### src/design/fhr_pkg.sv
// Package for the fault history recorder: register map, reset values and timing constants.
// Assumes a 20 MHz system clock and a 32-bit AXI4-Lite register bus.
package fhr_pkg;
    localparam int unsigned CLK_HZ = 20_000_000;
    localparam int unsigned SEC_PER_MIN = 60;
    localparam int unsigned TEN_MS_PER_SEC = 100;
    localparam int unsigned TICKS_PER_10MS = CLK_HZ / TEN_MS_PER_SEC;
    localparam int unsigned MIN_PER_DAY = 1440;
    localparam logic [10:0] MINUTE_LAST = 11'h59F;
    localparam logic [5:0] SEC_LAST = 6'h3B;
    localparam logic [15:0] GF_LEVEL_RST = 16'h0258;
    localparam logic [15:0] GF_FILTER_RST = 16'h000A;
    localparam int unsigned CODE_SLOTS = 6;
    localparam int unsigned STAMP_SLOTS = 4;
    localparam logic [7:0] ADDR_GF_LEVEL = 8'h00;
    localparam logic [7:0] ADDR_GF_FILTER = 8'h04;
    localparam logic [7:0] ADDR_STATUS = 8'h08;
    localparam logic [7:0] ADDR_IRQ_EN = 8'h0C;
    localparam logic [7:0] ADDR_IRQ_CLR = 8'h10;
    localparam logic [7:0] ADDR_RUN_MIN = 8'h14;
    localparam logic [7:0] ADDR_RUN_DAY = 8'h18;
    localparam logic [7:0] ADDR_CODE0 = 8'h20;
    localparam logic [7:0] ADDR_STAMP0 = 8'h40;
    localparam logic [1:0] RESP_OKAY = 2'h0;
    localparam logic [1:0] RESP_SLVERR = 2'h2;
    localparam int unsigned ST_GFTRIP = 0;
    localparam int unsigned ST_LOGGED = 1;
    localparam int unsigned ST_BITS = 2;
endpackage : fhr_pkg

### src/design/fhr_top.sv
// Fault history recorder: ground-fault imbalance trip, six-deep fault code history with
// run-time stamps on the four newest entries, run-time counter and AXI4-Lite registers.
// Assumes i_run, i_fault_valid and i_imbalance come from logic on the same clock.
// Operation
// - Trip and stop output on excess imbalance.
// - Level register 0 to 6553.5 %, reset 60.0.
// - Filter register 0 to 655.35 s, reset 0.10.
// - Log faults only while running.
// - Six-slot code shift, empty slots read zero.
// - Four stamps shift paired with codes.
// - Stamp day field counts 0 to 65535.
// - Minute field wraps after 1439, increments day.
// - Stamp captures run time at fault.
// - Time records are read-only to software.
//
// The AXI4-Lite register port and the register offsets were decided locally.
module fhr_top
    import fhr_pkg::*;
#(
    parameter int unsigned CODE_W = 8,
    parameter int unsigned TICKS_10MS = TICKS_PER_10MS
) (
    input wire logic i_clk,
    input wire logic i_arst_n,
    input wire logic i_run,
    input wire logic i_fault_valid,
    input wire logic [CODE_W-1:0] i_fault_code,
    input wire logic [15:0] i_imbalance,
    output logic o_gf_trip,
    output logic o_output_enable,
    output logic o_irq,
    input wire logic [7:0] s_axi_awaddr,
    input wire logic s_axi_awvalid,
    output logic s_axi_awready,
    input wire logic [31:0] s_axi_wdata,
    input wire logic [3:0] s_axi_wstrb,
    input wire logic s_axi_wvalid,
    output logic s_axi_wready,
    output logic [1:0] s_axi_bresp,
    output logic s_axi_bvalid,
    input wire logic s_axi_bready,
    input wire logic [7:0] s_axi_araddr,
    input wire logic s_axi_arvalid,
    output logic s_axi_arready,
    output logic [31:0] s_axi_rdata,
    output logic [1:0] s_axi_rresp,
    output logic s_axi_rvalid,
    input wire logic s_axi_rready
);
    // The seconds prescaler counts a hundred times TICKS_10MS clocks, so that product must still fit 32 bits.
    if (CODE_W < 1 || CODE_W > 32 || TICKS_10MS < 1 || TICKS_10MS > 32'h028F_5C28) begin : g_bad_params
        $error("fhr_top: unsupported parameter values");
    end

    logic [15:0] gf_level_r;
    logic [15:0] gf_filter_r;
    logic [ST_BITS-1:0] status_r;
    logic [ST_BITS-1:0] irq_en_r;
    logic gf_trip_r;
    logic [31:0] tick_r;
    logic [15:0] filt_cnt_r;
    logic [31:0] sec_tick_r;
    logic [5:0] sec_r;
    logic [10:0] run_min_r;
    logic [15:0] run_day_r;
    logic [CODE_W-1:0] code_r [CODE_SLOTS];
    logic [10:0] stamp_min_r [STAMP_SLOTS];
    logic [15:0] stamp_day_r [STAMP_SLOTS];
    logic log_fault;
    logic over;
    logic ten_ms;
    logic one_sec;
    logic minute_tick;

    // Stored level is in 0.1 % steps, so the full 16-bit range covers 0 to 6553.5 %.
    assign over = i_imbalance > gf_level_r;
    assign log_fault = i_fault_valid && i_run;
    assign ten_ms = tick_r == TICKS_10MS - 1;
    assign o_gf_trip = gf_trip_r;
    assign o_output_enable = !gf_trip_r;
    assign o_irq = |(status_r & irq_en_r);

    // 10 ms tick used only by the filter, which counts in its own 0.01 s units.
    always_ff @(posedge i_clk or negedge i_arst_n) begin
        if (!i_arst_n) begin
            tick_r <= '0;
        end else if (ten_ms) begin
            tick_r <= '0;
        end else begin
            tick_r <= tick_r + 32'h1;
        end
    end

    // Any dip below the level restarts persistence; a zero filter trips at once.
    always_ff @(posedge i_clk or negedge i_arst_n) begin
        if (!i_arst_n) begin
            filt_cnt_r <= '0;
        end else if (!over) begin
            filt_cnt_r <= '0;
        end else if (ten_ms && filt_cnt_r != 16'hFFFF) begin
            filt_cnt_r <= filt_cnt_r + 16'h1;
        end
    end

    // The trip latches until reset so the output stays off after the event.
    always_ff @(posedge i_clk or negedge i_arst_n) begin
        if (!i_arst_n) begin
            gf_trip_r <= 1'b0;
        end else if (over && filt_cnt_r >= gf_filter_r) begin
            gf_trip_r <= 1'b1;
        end
    end

    // Run-time seconds prescaler, held while stopped.
    always_ff @(posedge i_clk or negedge i_arst_n) begin
        if (!i_arst_n) begin
            sec_tick_r <= '0;
        end else if (i_run) begin
            sec_tick_r <= one_sec ? '0 : sec_tick_r + 32'h1;
        end
    end
    assign one_sec = i_run && sec_tick_r == TICKS_10MS * TEN_MS_PER_SEC - 1;

    always_ff @(posedge i_clk or negedge i_arst_n) begin
        if (!i_arst_n) begin
            sec_r <= '0;
        end else if (one_sec) begin
            sec_r <= (sec_r == SEC_LAST) ? '0 : sec_r + 6'h1;
        end
    end
    assign minute_tick = one_sec && sec_r == SEC_LAST;

    always_ff @(posedge i_clk or negedge i_arst_n) begin
        if (!i_arst_n) begin
            run_min_r <= '0;
            run_day_r <= '0;
        end else if (minute_tick) begin
            if (run_min_r == MINUTE_LAST) begin
                run_min_r <= '0;
                run_day_r <= run_day_r + 16'h1;
            end else begin
                run_min_r <= run_min_r + 11'h1;
            end
        end
    end

    // Code history shift chain; slot 0 is newest.
    always_ff @(posedge i_clk or negedge i_arst_n) begin
        if (!i_arst_n) begin
            for (int i = 0; i < CODE_SLOTS; i++) code_r[i] <= '0;
        end else if (log_fault) begin
            code_r[0] <= i_fault_code;
            for (int i = 1; i < CODE_SLOTS; i++) code_r[i] <= code_r[i-1];
        end
    end

    // Stamps shift in the same cycle as codes and take the run time now.
    always_ff @(posedge i_clk or negedge i_arst_n) begin
        if (!i_arst_n) begin
            for (int i = 0; i < STAMP_SLOTS; i++) begin
                stamp_min_r[i] <= '0;
                stamp_day_r[i] <= '0;
            end
        end else if (log_fault) begin
            stamp_min_r[0] <= run_min_r;
            stamp_day_r[0] <= run_day_r;
            for (int i = 1; i < STAMP_SLOTS; i++) begin
                stamp_min_r[i] <= stamp_min_r[i-1];
                stamp_day_r[i] <= stamp_day_r[i-1];
            end
        end
    end

    // AXI4-Lite write: address and data accepted in either order, one response each.
    logic aw_held_r;
    logic w_held_r;
    logic [7:0] awaddr_r;
    logic [31:0] wdata_r;
    logic [3:0] wstrb_r;
    logic wr_go;
    logic wr_hit;
    logic [31:0] clr_mask;

    assign s_axi_awready = !aw_held_r && !s_axi_bvalid;
    assign s_axi_wready = !w_held_r && !s_axi_bvalid;
    assign wr_go = aw_held_r && w_held_r && !s_axi_bvalid;
    assign wr_hit = awaddr_r == ADDR_GF_LEVEL || awaddr_r == ADDR_GF_FILTER
        || awaddr_r == ADDR_IRQ_EN || awaddr_r == ADDR_IRQ_CLR;
    assign clr_mask = (wr_go && awaddr_r == ADDR_IRQ_CLR && wstrb_r[0]) ? wdata_r : '0;

    always_ff @(posedge i_clk or negedge i_arst_n) begin
        if (!i_arst_n) begin
            aw_held_r <= 1'b0;
            awaddr_r <= '0;
        end else if (s_axi_awvalid && s_axi_awready) begin
            aw_held_r <= 1'b1;
            awaddr_r <= s_axi_awaddr;
        end else if (wr_go) begin
            aw_held_r <= 1'b0;
        end
    end

    always_ff @(posedge i_clk or negedge i_arst_n) begin
        if (!i_arst_n) begin
            w_held_r <= 1'b0;
            wdata_r <= '0;
            wstrb_r <= '0;
        end else if (s_axi_wvalid && s_axi_wready) begin
            w_held_r <= 1'b1;
            wdata_r <= s_axi_wdata;
            wstrb_r <= s_axi_wstrb;
        end else if (wr_go) begin
            w_held_r <= 1'b0;
        end
    end

    always_ff @(posedge i_clk or negedge i_arst_n) begin
        if (!i_arst_n) begin
            s_axi_bvalid <= 1'b0;
            s_axi_bresp <= RESP_OKAY;
        end else if (wr_go) begin
            s_axi_bvalid <= 1'b1;
            // Read-only records answer SLVERR and stay untouched.
            s_axi_bresp <= wr_hit ? RESP_OKAY : RESP_SLVERR;
        end else if (s_axi_bready) begin
            s_axi_bvalid <= 1'b0;
        end
    end

    // Only the two setting registers, the interrupt enable and the interrupt clear are writable; the first three are stored here.
    always_ff @(posedge i_clk or negedge i_arst_n) begin
        if (!i_arst_n) begin
            gf_level_r <= GF_LEVEL_RST;
            gf_filter_r <= GF_FILTER_RST;
            irq_en_r <= '0;
        end else if (wr_go) begin
            if (awaddr_r == ADDR_GF_LEVEL) begin
                if (wstrb_r[0]) gf_level_r[7:0] <= wdata_r[7:0];
                if (wstrb_r[1]) gf_level_r[15:8] <= wdata_r[15:8];
            end
            if (awaddr_r == ADDR_GF_FILTER) begin
                if (wstrb_r[0]) gf_filter_r[7:0] <= wdata_r[7:0];
                if (wstrb_r[1]) gf_filter_r[15:8] <= wdata_r[15:8];
            end
            if (awaddr_r == ADDR_IRQ_EN && wstrb_r[0]) irq_en_r <= wdata_r[ST_BITS-1:0];
        end
    end

    // Sticky events: a set in the same cycle as a clear wins.
    always_ff @(posedge i_clk or negedge i_arst_n) begin
        if (!i_arst_n) begin
            status_r <= '0;
        end else begin
            for (int i = 0; i < ST_BITS; i++) begin
                if ((i == ST_GFTRIP && over && filt_cnt_r >= gf_filter_r && !gf_trip_r)
                    || (i == ST_LOGGED && log_fault)) begin
                    status_r[i] <= 1'b1;
                end else if (clr_mask[i]) begin
                    status_r[i] <= 1'b0;
                end
            end
        end
    end

    // AXI4-Lite read: one cycle from the address handshake to rvalid.
    logic [31:0] rd_mux;
    logic rd_ok;

    assign s_axi_arready = !s_axi_rvalid;

    always_comb begin
        rd_mux = '0;
        rd_ok = 1'b1;
        if (s_axi_araddr == ADDR_GF_LEVEL) rd_mux = {16'h0, gf_level_r};
        else if (s_axi_araddr == ADDR_GF_FILTER) rd_mux = {16'h0, gf_filter_r};
        else if (s_axi_araddr == ADDR_STATUS) rd_mux = {{(32-ST_BITS){1'b0}}, status_r};
        else if (s_axi_araddr == ADDR_IRQ_EN) rd_mux = {{(32-ST_BITS){1'b0}}, irq_en_r};
        else if (s_axi_araddr == ADDR_IRQ_CLR) rd_mux = '0;
        else if (s_axi_araddr == ADDR_RUN_MIN) rd_mux = {21'h0, run_min_r};
        else if (s_axi_araddr == ADDR_RUN_DAY) rd_mux = {16'h0, run_day_r};
        else begin
            rd_ok = 1'b0;
            for (int i = 0; i < CODE_SLOTS; i++) begin
                if (s_axi_araddr == ADDR_CODE0 + 8'(4 * i)) begin
                    rd_mux = 32'(code_r[i]);
                    rd_ok = 1'b1;
                end
            end
            for (int i = 0; i < STAMP_SLOTS; i++) begin
                if (s_axi_araddr == ADDR_STAMP0 + 8'(8 * i)) begin
                    rd_mux = {21'h0, stamp_min_r[i]};
                    rd_ok = 1'b1;
                end
                if (s_axi_araddr == ADDR_STAMP0 + 8'(8 * i + 4)) begin
                    rd_mux = {16'h0, stamp_day_r[i]};
                    rd_ok = 1'b1;
                end
            end
        end
    end

    always_ff @(posedge i_clk or negedge i_arst_n) begin
        if (!i_arst_n) begin
            s_axi_rvalid <= 1'b0;
            s_axi_rdata <= '0;
            s_axi_rresp <= RESP_OKAY;
        end else if (s_axi_arvalid && s_axi_arready) begin
            s_axi_rvalid <= 1'b1;
            s_axi_rdata <= rd_mux;
            s_axi_rresp <= rd_ok ? RESP_OKAY : RESP_SLVERR;
        end else if (s_axi_rready) begin
            s_axi_rvalid <= 1'b0;
        end
    end

    property p_trip_stops;
        @(posedge i_clk) disable iff (!i_arst_n) gf_trip_r |=> gf_trip_r && !o_output_enable;
    endproperty
    a_trip_stops: assert property (p_trip_stops) else $error("trip without output stop");

    property p_no_trip_below;
        @(posedge i_clk) disable iff (!i_arst_n) !over && !gf_trip_r |=> !$rose(gf_trip_r);
    endproperty
    a_no_trip_below: assert property (p_no_trip_below) else $error("trip without imbalance");

    property p_filter_restart;
        @(posedge i_clk) disable iff (!i_arst_n) !over |=> filt_cnt_r == 16'h0;
    endproperty
    a_filter_restart: assert property (p_filter_restart) else $error("filter not restarted");

    property p_stopped_no_log;
        @(posedge i_clk) disable iff (!i_arst_n) i_fault_valid && !i_run |=> $stable(code_r[0]) && $stable(stamp_day_r[0]);
    endproperty
    a_stopped_no_log: assert property (p_stopped_no_log) else $error("fault logged while stopped");

    property p_code_shift;
        @(posedge i_clk) disable iff (!i_arst_n) log_fault |=> code_r[0] == $past(i_fault_code) && code_r[1] == $past(code_r[0]);
    endproperty
    a_code_shift: assert property (p_code_shift) else $error("code history not shifted");

    property p_stamp_pair;
        @(posedge i_clk) disable iff (!i_arst_n) log_fault |=> stamp_min_r[0] == $past(run_min_r) && stamp_min_r[1] == $past(stamp_min_r[0]);
    endproperty
    a_stamp_pair: assert property (p_stamp_pair) else $error("stamp not captured");

    property p_minute_range;
        @(posedge i_clk) disable iff (!i_arst_n) run_min_r <= MINUTE_LAST;
    endproperty
    a_minute_range: assert property (p_minute_range) else $error("minute out of range");

    property p_day_wrap;
        @(posedge i_clk) disable iff (!i_arst_n) minute_tick && run_min_r == MINUTE_LAST |=> run_min_r == 11'h0 && run_day_r == $past(run_day_r) + 16'h1;
    endproperty
    a_day_wrap: assert property (p_day_wrap) else $error("day rollover wrong");

    property p_hold_stopped;
        @(posedge i_clk) disable iff (!i_arst_n) !i_run |=> $stable(run_min_r) && $stable(sec_r);
    endproperty
    a_hold_stopped: assert property (p_hold_stopped) else $error("run time moved while stopped");
endmodule : fhr_top

### config.mk
export PLATFORM = sky130hd
export DESIGN_NAME = fhr_top
export DESIGN_NICKNAME = d
export VERILOG_FILES = /design/src/design/fhr_pkg.sv /design/src/design/fhr_top.sv
export SDC_FILE = /design/constraint.sdc
export NUM_CORES = 1
export LEC_CHECK = 0
export BUFFER_PORTS_ARGS = -buffer_cell sky130_fd_sc_hd__buf_2
export CORE_ASPECT_RATIO = 1.75
export CORE_MARGIN = 3
export CORE_UTILIZATION = 55
export DETAILED_ROUTE_END_ITERATION = 10
export PLACE_DENSITY = 0.77
export SYNTH_ARGS = -nofsm -noshare
export SYNTH_HDL_FRONTEND = slang
export SYNTH_SLANG_ARGS = --single-unit
### constraint.sdc
create_clock -name i_clk -period 2 [get_ports i_clk]
set_input_delay 0.3 -clock i_clk [delete_from_list [all_inputs] [get_ports i_clk]]
set_output_delay 0.3 -clock i_clk [all_outputs]
set_load 0.02 [all_outputs]
==> results of run 1 <==
-- through the flow --
stage,cells,utilization [%]
2_1_floorplan,1642,-
3_3_place_gp,2273,64.26
3_5_place_dp,2273,64.26
4_1_cts,2381,69.82
5_1_grt,2393,71.45
6_report,2393,71.45
-- cells in the final DEF, fill, tap and decap left out, types with 19 or more instances in the layout --
master,synthesis,layout
clkbuf_16,0,35
o21ai_0,88,73
buf_6,2,20
mux2_2,186,182
o22ai_1,22,21
nand3_1,56,52
nor2_1,103,73
xor2_1,39,34
xnor2_1,50,46
a22oi_1,21,21
mux2i_1,19,19
nand2_1,111,99
nand4_1,50,50
a21oi_1,56,55
nor3_1,24,19
inv_1,54,53
dlygate4sd3_1,0,25
buf_2,23,91
ha_1,38,36
dfrtp_1,348,348
buf_4,23,240
-- area by class of cell --
class / instances / area [µm²] / share of cell area (%)
Clock inverter: 6 / 42.54 / 0.1876
Tap cell: 396 / 495.5 / 2.185
Multi-Input combinational cell: 1132 / 8939 / 39.41
Timing Repair Buffer: 396 / 3113 / 13.73
Sequential cell: 354 / 8866 / 39.09
Inverter: 55 / 206.4 / 0.9103
Clock buffer: 54 / 1017 / 4.485
-- per-layer routing --
metal  vias to the layer above  global-route usage, %  routed length (µm)
met2                       529                  54.42               28650
met1                      7325                  32.50               18340
met5                         -                      0                   0
met4                         0                  16.98                3526
met3                       201                  4.070                2571
li1                       6562                      -                   -
-- where the power goes --
group | switching [mW] | internal [mW] | total [mW]
clock network | 2.80 | 3.51 | 6.31
logic | 1.74 | 1.71 | 3.45
registers | 0.808 | 8.09 | 8.90
total | 5.34 | 13.3 | 18.7
-- registers in the layout, indices dropped and copies added (netlist names) --
name	cells
irq_en_r	2
s_axi_bvalid	1
sec_tick_r	32
code_r	48
s_axi_rdata	16
s_axi_rresp	1
o_gf_trip	1
gf_filter_r	16
wstrb_r	2
w_held_r	1
s_axi_bresp	1
tick_r	32
aw_held_r	1
wdata_r	16
filt_cnt_r	16
run_min_r	11
s_axi_rvalid	1
stamp_day_r	64
sec_r	6
awaddr_r	8
run_day_r	16
gf_level_r	16
status_r	2
stamp_min_r	44
-- worst max path at each step --
stage / startpoint / end / slack (ns) / depth (start not counted)
after floorplan: awaddr_r[0] / gf_filter_r[10] / -0.003 / 6
after global placement: s_axi_araddr[0] / s_axi_rdata[11] / -0.36 / 10
after detailed placement: s_axi_araddr[0] / s_axi_rdata[11] / -0.38 / 10
after CTS: gf_level_r[9] / status_r[0] / -0.15 / 9
after global routing: sec_r[1] / run_min_r[10] / -0.27 / 9
final: gf_level_r[9] / status_r[0] / -0.17 / 9
-- timing repair --
action,CTS,global route
resized for setup,68,118
endpoints found under the hold margin,64,0
pin swaps,29,51
cloned,2,1
endpoints found under the setup margin,60,116
hold buffers,25,0
buffers inserted,21,16
-- cells by family after synthesis --
group           after synthesis  share of synthesized area (%)
simple gates                478                          14.50
fa+ha+maj                    38                          2.666
buf+inv                     156                          4.012
flops                       354                          49.71
other cells                   1                        0.02102
xor+xnor                     91                          4.552
compound gates              286                          10.26
mux                         221                          14.28
-- worst max-delay path, delay by kind of cell, from the launching register on --
family          cells  cell delay (ns)
compound gates      4             0.75
simple gates        2             0.32
fa+ha+maj           1             0.26
flops               1             0.54
buf+inv             2             0.22
==> impl_metrics.toml, run 1 <==
[placed_design]
io_buffers = 92
dp_hpwl_um = 37930
place_ws_ns = -0.3795
gp_congestion = 1.051
dpl_cell_area_um2 = 20400

[routing]
detail-route-antenna-nets = 0
dr.pass1.iters = 5
drt_iter0_drc = 929
route.detailed.drc = 0
wl_per_cell_um = 22.18
dr_total_vias = 14620
wirelength_um = 53090
avgViaCountPerCell = 6.108

[synth]
synth_common_cells = "348 x dfrtp_1, 186 x mux2_2, 111 x nand2_1"
synth.largest_area_cell = "dfrtp_1"
synthCells = 1625
synth_edf_count = 0
ys_types = 87
synthesis.area_um2 = 17840
synth_top_area_share_pct = 48.82
ys_ff_latch = 354
ys_top_cells_by_area = "dfrtp_1 49%, mux2_2 12%, ha_1 2.7%"
ys.warnings.count = 0
async_reset_ff_share_pct = 100.0
yosysSeqAreaShare_pct = 49.71
synth_flop_cell = "dfrtp_1"
avgSynthCellArea_um2 = 10.98
yosysMostFrequentCell = "dfrtp_1"

[die]
dieArea_um2 = 34710
die_h_um = 244.2
initial_core_util_pct = 56.19
die_x_um = 142.1
core.rowCount = 86
ios = 129
fp.coreArea_um2 = 31740

[worst_hold_path]
min_to = "code_r[44]"
holdPathStages = 2
worst_hold_path_type = "in -> reg"
min_from = "i_fault_code[4]"

[critical_path]
timing.rr.end = "status_r[0]"
cp-end-kind = "flop"
critPathRequiredTime_ns = 2.45
ff2ff_setup_slack_ns = -0.17
critPathMaxStageDelay_ns = 0.54
critPathMaxFanout = 4
crit_type = "reg -> reg"
arrival_ns = 2.62
reg2reg_depth = 9
crit_slowest_cell = "dfstp_2"
worstSetupStartpointType = "flop"
regToRegStartpoint = "gf_level_r[9]"
crit_chain = "inv_2, ha_4, nand4_1, nor3_2, buf_4, o211ai_1, a22o_4, o21bai_4, o21ai_1"

[timing]
fin_crit_ns = 2.166
relSlewSlack_pct = 53.81
whs_ns = 0.01633
drv_slew = 0
rsz0062_at_grt = "yes"
hold_violations = 0
worst_slack_ns = -0.1663
setup_viol = 46
min_period_over_period_pct = 108.3
worstMarginPinSlew_ns = 0.6904
fmax_mhz = 461.6
tns_ns = -3.143
finalClockSkew_ns = 0.03051

[grt]
grt_max_degree = 70
grt_pass1_wl_um = 81860
antenna_found_initial = 0
grt_pass1_vias = 15430
track_usage_pct = 29.82
grt-ovfl-total = 0

[status]
violations = "negative setup slack"
outcome = "complete, but fails checks"

[finish]
fin_nets = 2097
fill_cells = 2136
final_area_um2 = 22680
diodes = 0
areaGrowthSynthToFinish_pct = 27.15
drive_gt1_share_pct = 37.76

[cts]
cts_tree = "done"
clk_pin_slew_ns = 0.06
clk-insertion-delay-late_ns = 0.54
cts_made_buffers = 35
root_buffer = "clkbuf_16"
cts_max_level = 2
clock_path_buffers = 3
cts_sinks = 354

[power]
peakVddDrop_mv = 0.8316
p_leak_nw = 10.54
finalPower_mw = 18.66
power_density_nw_per_um2 = 822.6

[flow_run]
maxCapViolations = 0
Note: power is estimated with default switching activity, not from simulation.
==> run 2, diff against run 1 <==
CORE_ASPECT_RATIO = 0.6   (was 1.75)
PLACE_DENSITY = not set   (was 0.77)
PLACE_DENSITY_LB_ADDON = 0.15   (was not set)
==> impl_metrics.toml, run 2 (synthesis gave the netlist of run 1 again) <==
[status]
outcome = "complete, but fails checks"
violations = "negative setup slack"

[finish]
diodes = 0
final_cell_mix = "348 x dfrtp_1, 217 x buf_4, 183 x mux2_2"
final_area_um2 = 22510
drive_gt1_share_pct = 35.81
layout_commonest_cell = "dfrtp_1"
areaGrowthSynthToFinish_pct = 26.18
fin_nets = 2076
regMostFlops = "stamp_day_r"
largest_reg_flops = 64
reg.largest.list = "stamp_day_r: 64 flops, code_r: 48 flops, stamp_min_r: 44 flops"

[cts]
cts_sinks = 354
clock_path_buffers = 3
cts_made_buffers = 35
clk_pin_slew_ns = 0.06
cts_max_level = 2
root_buffer = "clkbuf_16"
clk-insertion-delay-late_ns = 0.54
cts_tree = "done"

[timing]
rsz0062_at_grt = "yes"
hold_violations = 0
fmax_mhz = 476.4
fin_crit_ns = 2.099
drv_slew = 0
worst_slack_ns = -0.09906
finalClockSkew_ns = 0.02545
worstMarginPinSlew_ns = 0.6654
min_period_over_period_pct = 105.0
whs_ns = 0.01886
setup_viol = 30
relSlewSlack_pct = 55.43

[routing]
drt_iter0_drc = 1403
wirelength_um = 51420
detail-route-antenna-nets = 0
route.detailed.drc = 0
wl_per_cell_um = 21.49
avgViaCountPerCell = 5.993
dr_total_vias = 14340
dr.pass1.iters = 5

[critical_path]
cp-end-kind = "flop"
ff2ff_setup_slack_ns = -0.1
crit_path_end = "gf_filter_r[10]"
critPathMaxStageDelay_ns = 0.54
regToRegStartpoint = "awaddr_r[0]"
worstSetupStartpointType = "flop"
crit_chain = "or4_4, nor2_4, nand3b_1, or3_4, buf_12, mux2_4"
timing.rr.end = "gf_filter_r[10]"
critPathRequiredTime_ns = 2.42
arrival_ns = 2.52
reg2reg_depth = 6
cp-startpoint = "awaddr_r[0]"
critPathMaxFanout = 8
crit_slowest_cell = "or4_4"
crit_type = "reg -> reg"

[placed_design]
gp_congestion = 0.9728
dp_hpwl_um = 37140
dpl_cell_area_um2 = 20440
io_buffers = 92

[flow_run]
maxCapViolations = 0

[worst_hold_path]
worst_hold_path_type = "in -> reg"
holdPathStages = 2

[grt]
grt_pass1_vias = 14040
grt_max_degree = 74
grt_pass1_wl_um = 80320
antenna_found_initial = 0
grt-ovfl-total = 0
track_usage_pct = 29.37

[power]
p_leak_nw = 10.48
power_density_nw_per_um2 = 847.2
peakVddDrop_mv = 0.6231

[die]
fp.coreArea_um2 = 31530
ios = 129
die_x_um = 238.5
core.rowCount = 50
die_h_um = 145.5
dieArea_um2 = 34700
initial_core_util_pct = 56.57
-- run 2: worst max-delay path: cells and delay by family (launching register included) --
| family | cells | cell delay [ns] |
|---|---|---|
| buffers and inverters | 1 | 0.16 |
| muxes | 1 | 0.31 |
| and+or+nand+nor | 4 | 1.14 |
| DFF | 1 | 0.38 |
-- run 2: how the worst min path moves through the flow --
stage                    start        endpoint  slack [ns]
6_report       s_axi_wdata[15]     wdata_r[15]        0.02
2_1_floorplan         i_arst_n       aw_held_r       0.004
4_1_cts        s_axi_wdata[15]     wdata_r[15]       0.002
5_1_grt         s_axi_wdata[0]      wdata_r[0]        0.01
3_3_place_gp          i_arst_n  stamp_min_r[7]        0.23
3_5_place_dp          i_arst_n  stamp_min_r[7]        0.23
-- run 2: final cells by class --
class                   count  area, µm²
clock buffers              55       1074
clock inverters             6      105.1
multi-input cells        1132       8777
inverters                  55      206.4
well taps                 416      520.5
fillers                  2274       9024
repair buffers            375       2958
flip-flops and latches    354       8866
-- run 2: metal layers --
layer | track usage (%) | vias up | wire (µm)
met5 | 0 | - | 0
met1 | 46.95 | 7194 | 24570
li1 | - | 6509 | -
met2 | 40.67 | 566 | 21320
met4 | 5.586 | 0 | 838
met3 | 7.064 | 72 | 4683
-- run 2: repair_timing --
action / in CTS / in global routing
cloned: 2 / 2
buffers inserted: 6 / 8
pin swaps: 18 / 28
hold endpoints to repair: 56 / 0
hold buffers: 29 / 0
setup endpoints to repair: 58 / 97
gates resized for setup: 49 / 89
-- run 2: through the flow --
step	setup TNS [ns]	util, %	total power, mW	setup slack, ns	instances
floorplan	-0.02681	-	10.64	-0.003351	1642
global placement	-5.413	64.83	11.86	-0.2065	2290
CTS	-1.645	70.18	19.06	-0.09208	2385
finish	-1.500	71.38	19.07	-0.09906	2393
global route	-7.962	71.38	19.84	-0.2064	2393
detailed placement	-7.457	64.83	12.00	-0.2429	2290
-- run 2: power breakdown --
part | leakage [nW] | internal [mW] | switching (mW) | total (mW)
Clock | 0.579 | 4.07 | 2.83 | 6.90
Combinational | 5.23 | 1.61 | 1.67 | 3.29
Sequential | 4.66 | 8.09 | 0.792 | 8.88
==> run 3, diff against run 2 <==
--- a/config.mk
+++ b/config.mk
@@ -12,3 +12,3 @@
 export DETAILED_ROUTE_END_ITERATION = 10
-export PLACE_DENSITY_LB_ADDON = 0.15
+export PLACE_DENSITY_LB_ADDON = 0.05
 export SYNTH_ARGS = -nofsm -noshare
--- a/constraint.sdc
+++ b/constraint.sdc
@@ -3,2 +3,2 @@
 set_output_delay 0.3 -clock i_clk [all_outputs]
-set_load 0.02 [all_outputs]
+set_load 0.005 [all_outputs]
==> impl_metrics.toml, run 3 (synthesis gave the netlist of run 1 again) <==
[die]
dieArea_um2 = 34700
fp.coreArea_um2 = 31530
die_x_um = 238.5
ios = 129
core.rowCount = 50
initial_core_util_pct = 56.57
die_h_um = 145.5

[power]
switching_share_pct = 27.09
p_int_mw = 14.10
pwr-share-clk_pct = 37.1
power_frac_comb_pct = 16.9
p_leak_nw = 10.65
seqPwrFrac_pct = 46.0
p_sw_mw = 5.238
peakVddDrop_mv = 0.7923
power_density_nw_per_um2 = 841.1

[timing]
min_period_over_period_pct = 112.3
fin_crit_ns = 2.245
rsz0062_at_grt = "yes"
finalClockSkew_ns = 0.01344
setup_viol = 60
worst_slack_ns = -0.2455
fmax_mhz = 445.3
tns_ns = -4.751
hold_violations = 0
drv_slew = 0
worstMarginPinSlew_ns = 0.6338
relSlewSlack_pct = 57.64

[finish]
areaGrowthSynthToFinish_pct = 28.89
drive_gt1_share_pct = 38.32
multi_input_area_um2 = 8975
fill_cells = 2224
regArea_um2 = 8867
final_cell_mix = "347 x dfrtp_1, 247 x buf_4, 182 x mux2_2"
fin_nets = 2105
layout_commonest_cell = "dfrtp_1"
largest_reg_flops = 64
diodes = 0
regMostFlops = "stamp_day_r"
reg.largest.list = "stamp_day_r: 64 flops, code_r: 48 flops, stamp_min_r: 44 flops"

[cts]
cts_made_buffers = 35
cts_sinks = 354
clock_path_buffers = 3
cts_tree = "done"
cts_max_level = 2
clk-insertion-delay-late_ns = 0.53
root_buffer = "clkbuf_16"
clk_pin_slew_ns = 0.06

[critical_path]
worstSetupStartpointType = "flop"
cp-end-kind = "flop"
arrival_ns = 2.70
critPathMaxFanout = 3
timing.rr.end = "status_r[0]"
regToRegStartpoint = "gf_level_r[9]"
critPathRequiredTime_ns = 2.45
crit_type = "reg -> reg"
ff2ff_setup_slack_ns = -0.25
reg2reg_depth = 9

[routing]
route.detailed.drc = 0
wl_per_cell_um = 21.29
wirelength_um = 51580
avgViaCountPerCell = 5.939
dr_total_vias = 14390
dr.pass1.iters = 6
drt_iter0_drc = 1298
detail-route-antenna-nets = 0

[status]
outcome = "complete, but fails checks"
violations = "negative setup slack"

[grt]
grt_pass1_vias = 14160
grt_max_degree = 68
track_usage_pct = 29.48
grt-ovfl-total = 0
grt_pass1_wl_um = 80340
antenna_found_initial = 0

[worst_hold_path]
min_to = "code_r[44]"
worst_hold_path_type = "in -> reg"
holdPathStages = 2
min_from = "i_fault_code[4]"

[placed_design]
io_buffers = 92
gp_congestion = 0.9902
dp_hpwl_um = 37350
place_ws_ns = -0.4118

[flow_run]
maxCapViolations = 0
[run 3: worst max-delay path by stage]
| stage | from | to | slack, ns |
|---|---|---|---|
| after CTS | gf_level_r[9] | status_r[0] | -0.21 |
| after detailed placement | gf_level_r[9] | status_r[0] | -0.41 |
| after floorplan | awaddr_r[0] | gf_filter_r[10] | -0.003 |
| after global placement | gf_level_r[9] | status_r[0] | -0.43 |
| after global routing | gf_level_r[9] | status_r[0] | -0.30 |
| final | gf_level_r[9] | status_r[0] | -0.25 |
[run 3: per-stage QoR]
| step | power, mW | area [µm²] | instances | util (%) | hold slack (ns) |
|---|---|---|---|---|---|
| after floorplan | 10.50 | 17910 | 1642 | - | 0.004409 |
| after global placement | 11.82 | 20570 | 2311 | 65.24 | 0.2427 |
| after detailed placement | 11.93 | 20570 | 2311 | 65.24 | 0.2492 |
| after CTS | 19.32 | 22480 | 2413 | 71.31 | 0.001465 |
| after global routing | 20.16 | 22990 | 2423 | 72.91 | 0.01099 |
| final | 19.34 | 22990 | 2423 | 72.91 | 0.01921 |
[run 3: power groups by stage]
| stage | clock network [mW] | logic (mW) | registers, mW |
|---|---|---|---|
| 5_1_grt | 7.59 | 3.58 | 8.99 |
| 3_5_place_dp | 0 | 2.98 | 8.95 |
| 4_1_cts | 7.29 | 3.18 | 8.85 |
| 3_3_place_gp | 0 | 2.89 | 8.93 |
| 6_report | 7.17 | 3.27 | 8.89 |
| 2_1_floorplan | 0 | 1.82 | 8.67 |
[run 3: critical path, stage by stage (launching register included)]
cell,delay (ns)
dfstp_2,0.54
inv_2,0.05
ha_4,0.25
nand4_1,0.14
o31ai_2,0.28
a21oi_1,0.07
buf_4,0.16
a22o_1,0.29
o21bai_4,0.23
o21ai_1,0.14
[run 3: cell type report]
type / instances / share of cell area (%)
multi-input combinational: 1132 / 39.04
sequential: 354 / 38.57
timing repair buffer: 404 / 13.83
clock buffer: 52 / 4.621
tap: 416 / 2.264
inverter: 55 / 0.8980
clock inverter: 10 / 0.7728
[run 3: what timing repair did]
| item | in CTS | in global routing |
|---|---|---|
| setup buffers | 14 | 13 |
| endpoints found under the setup margin | 59 | 111 |
| resized for setup | 75 | 102 |
| hold endpoints to repair | 63 | 0 |
| cloned | 1 | 1 |
| hold buffers | 27 | 0 |
| pin swaps | 35 | 41 |
[run 3: metal layers]
| metal | vias up | GRT usage (%) | wire length (µm) |
|---|---|---|---|
| met2 | 566 | 39.57 | 20770 |
| li1 | 6567 | - | - |
| met5 | - | 0 | 0 |
| met3 | 75 | 9.261 | 5259 |
| met1 | 7182 | 46.46 | 24640 |
| met4 | 0 | 6.341 | 913 |
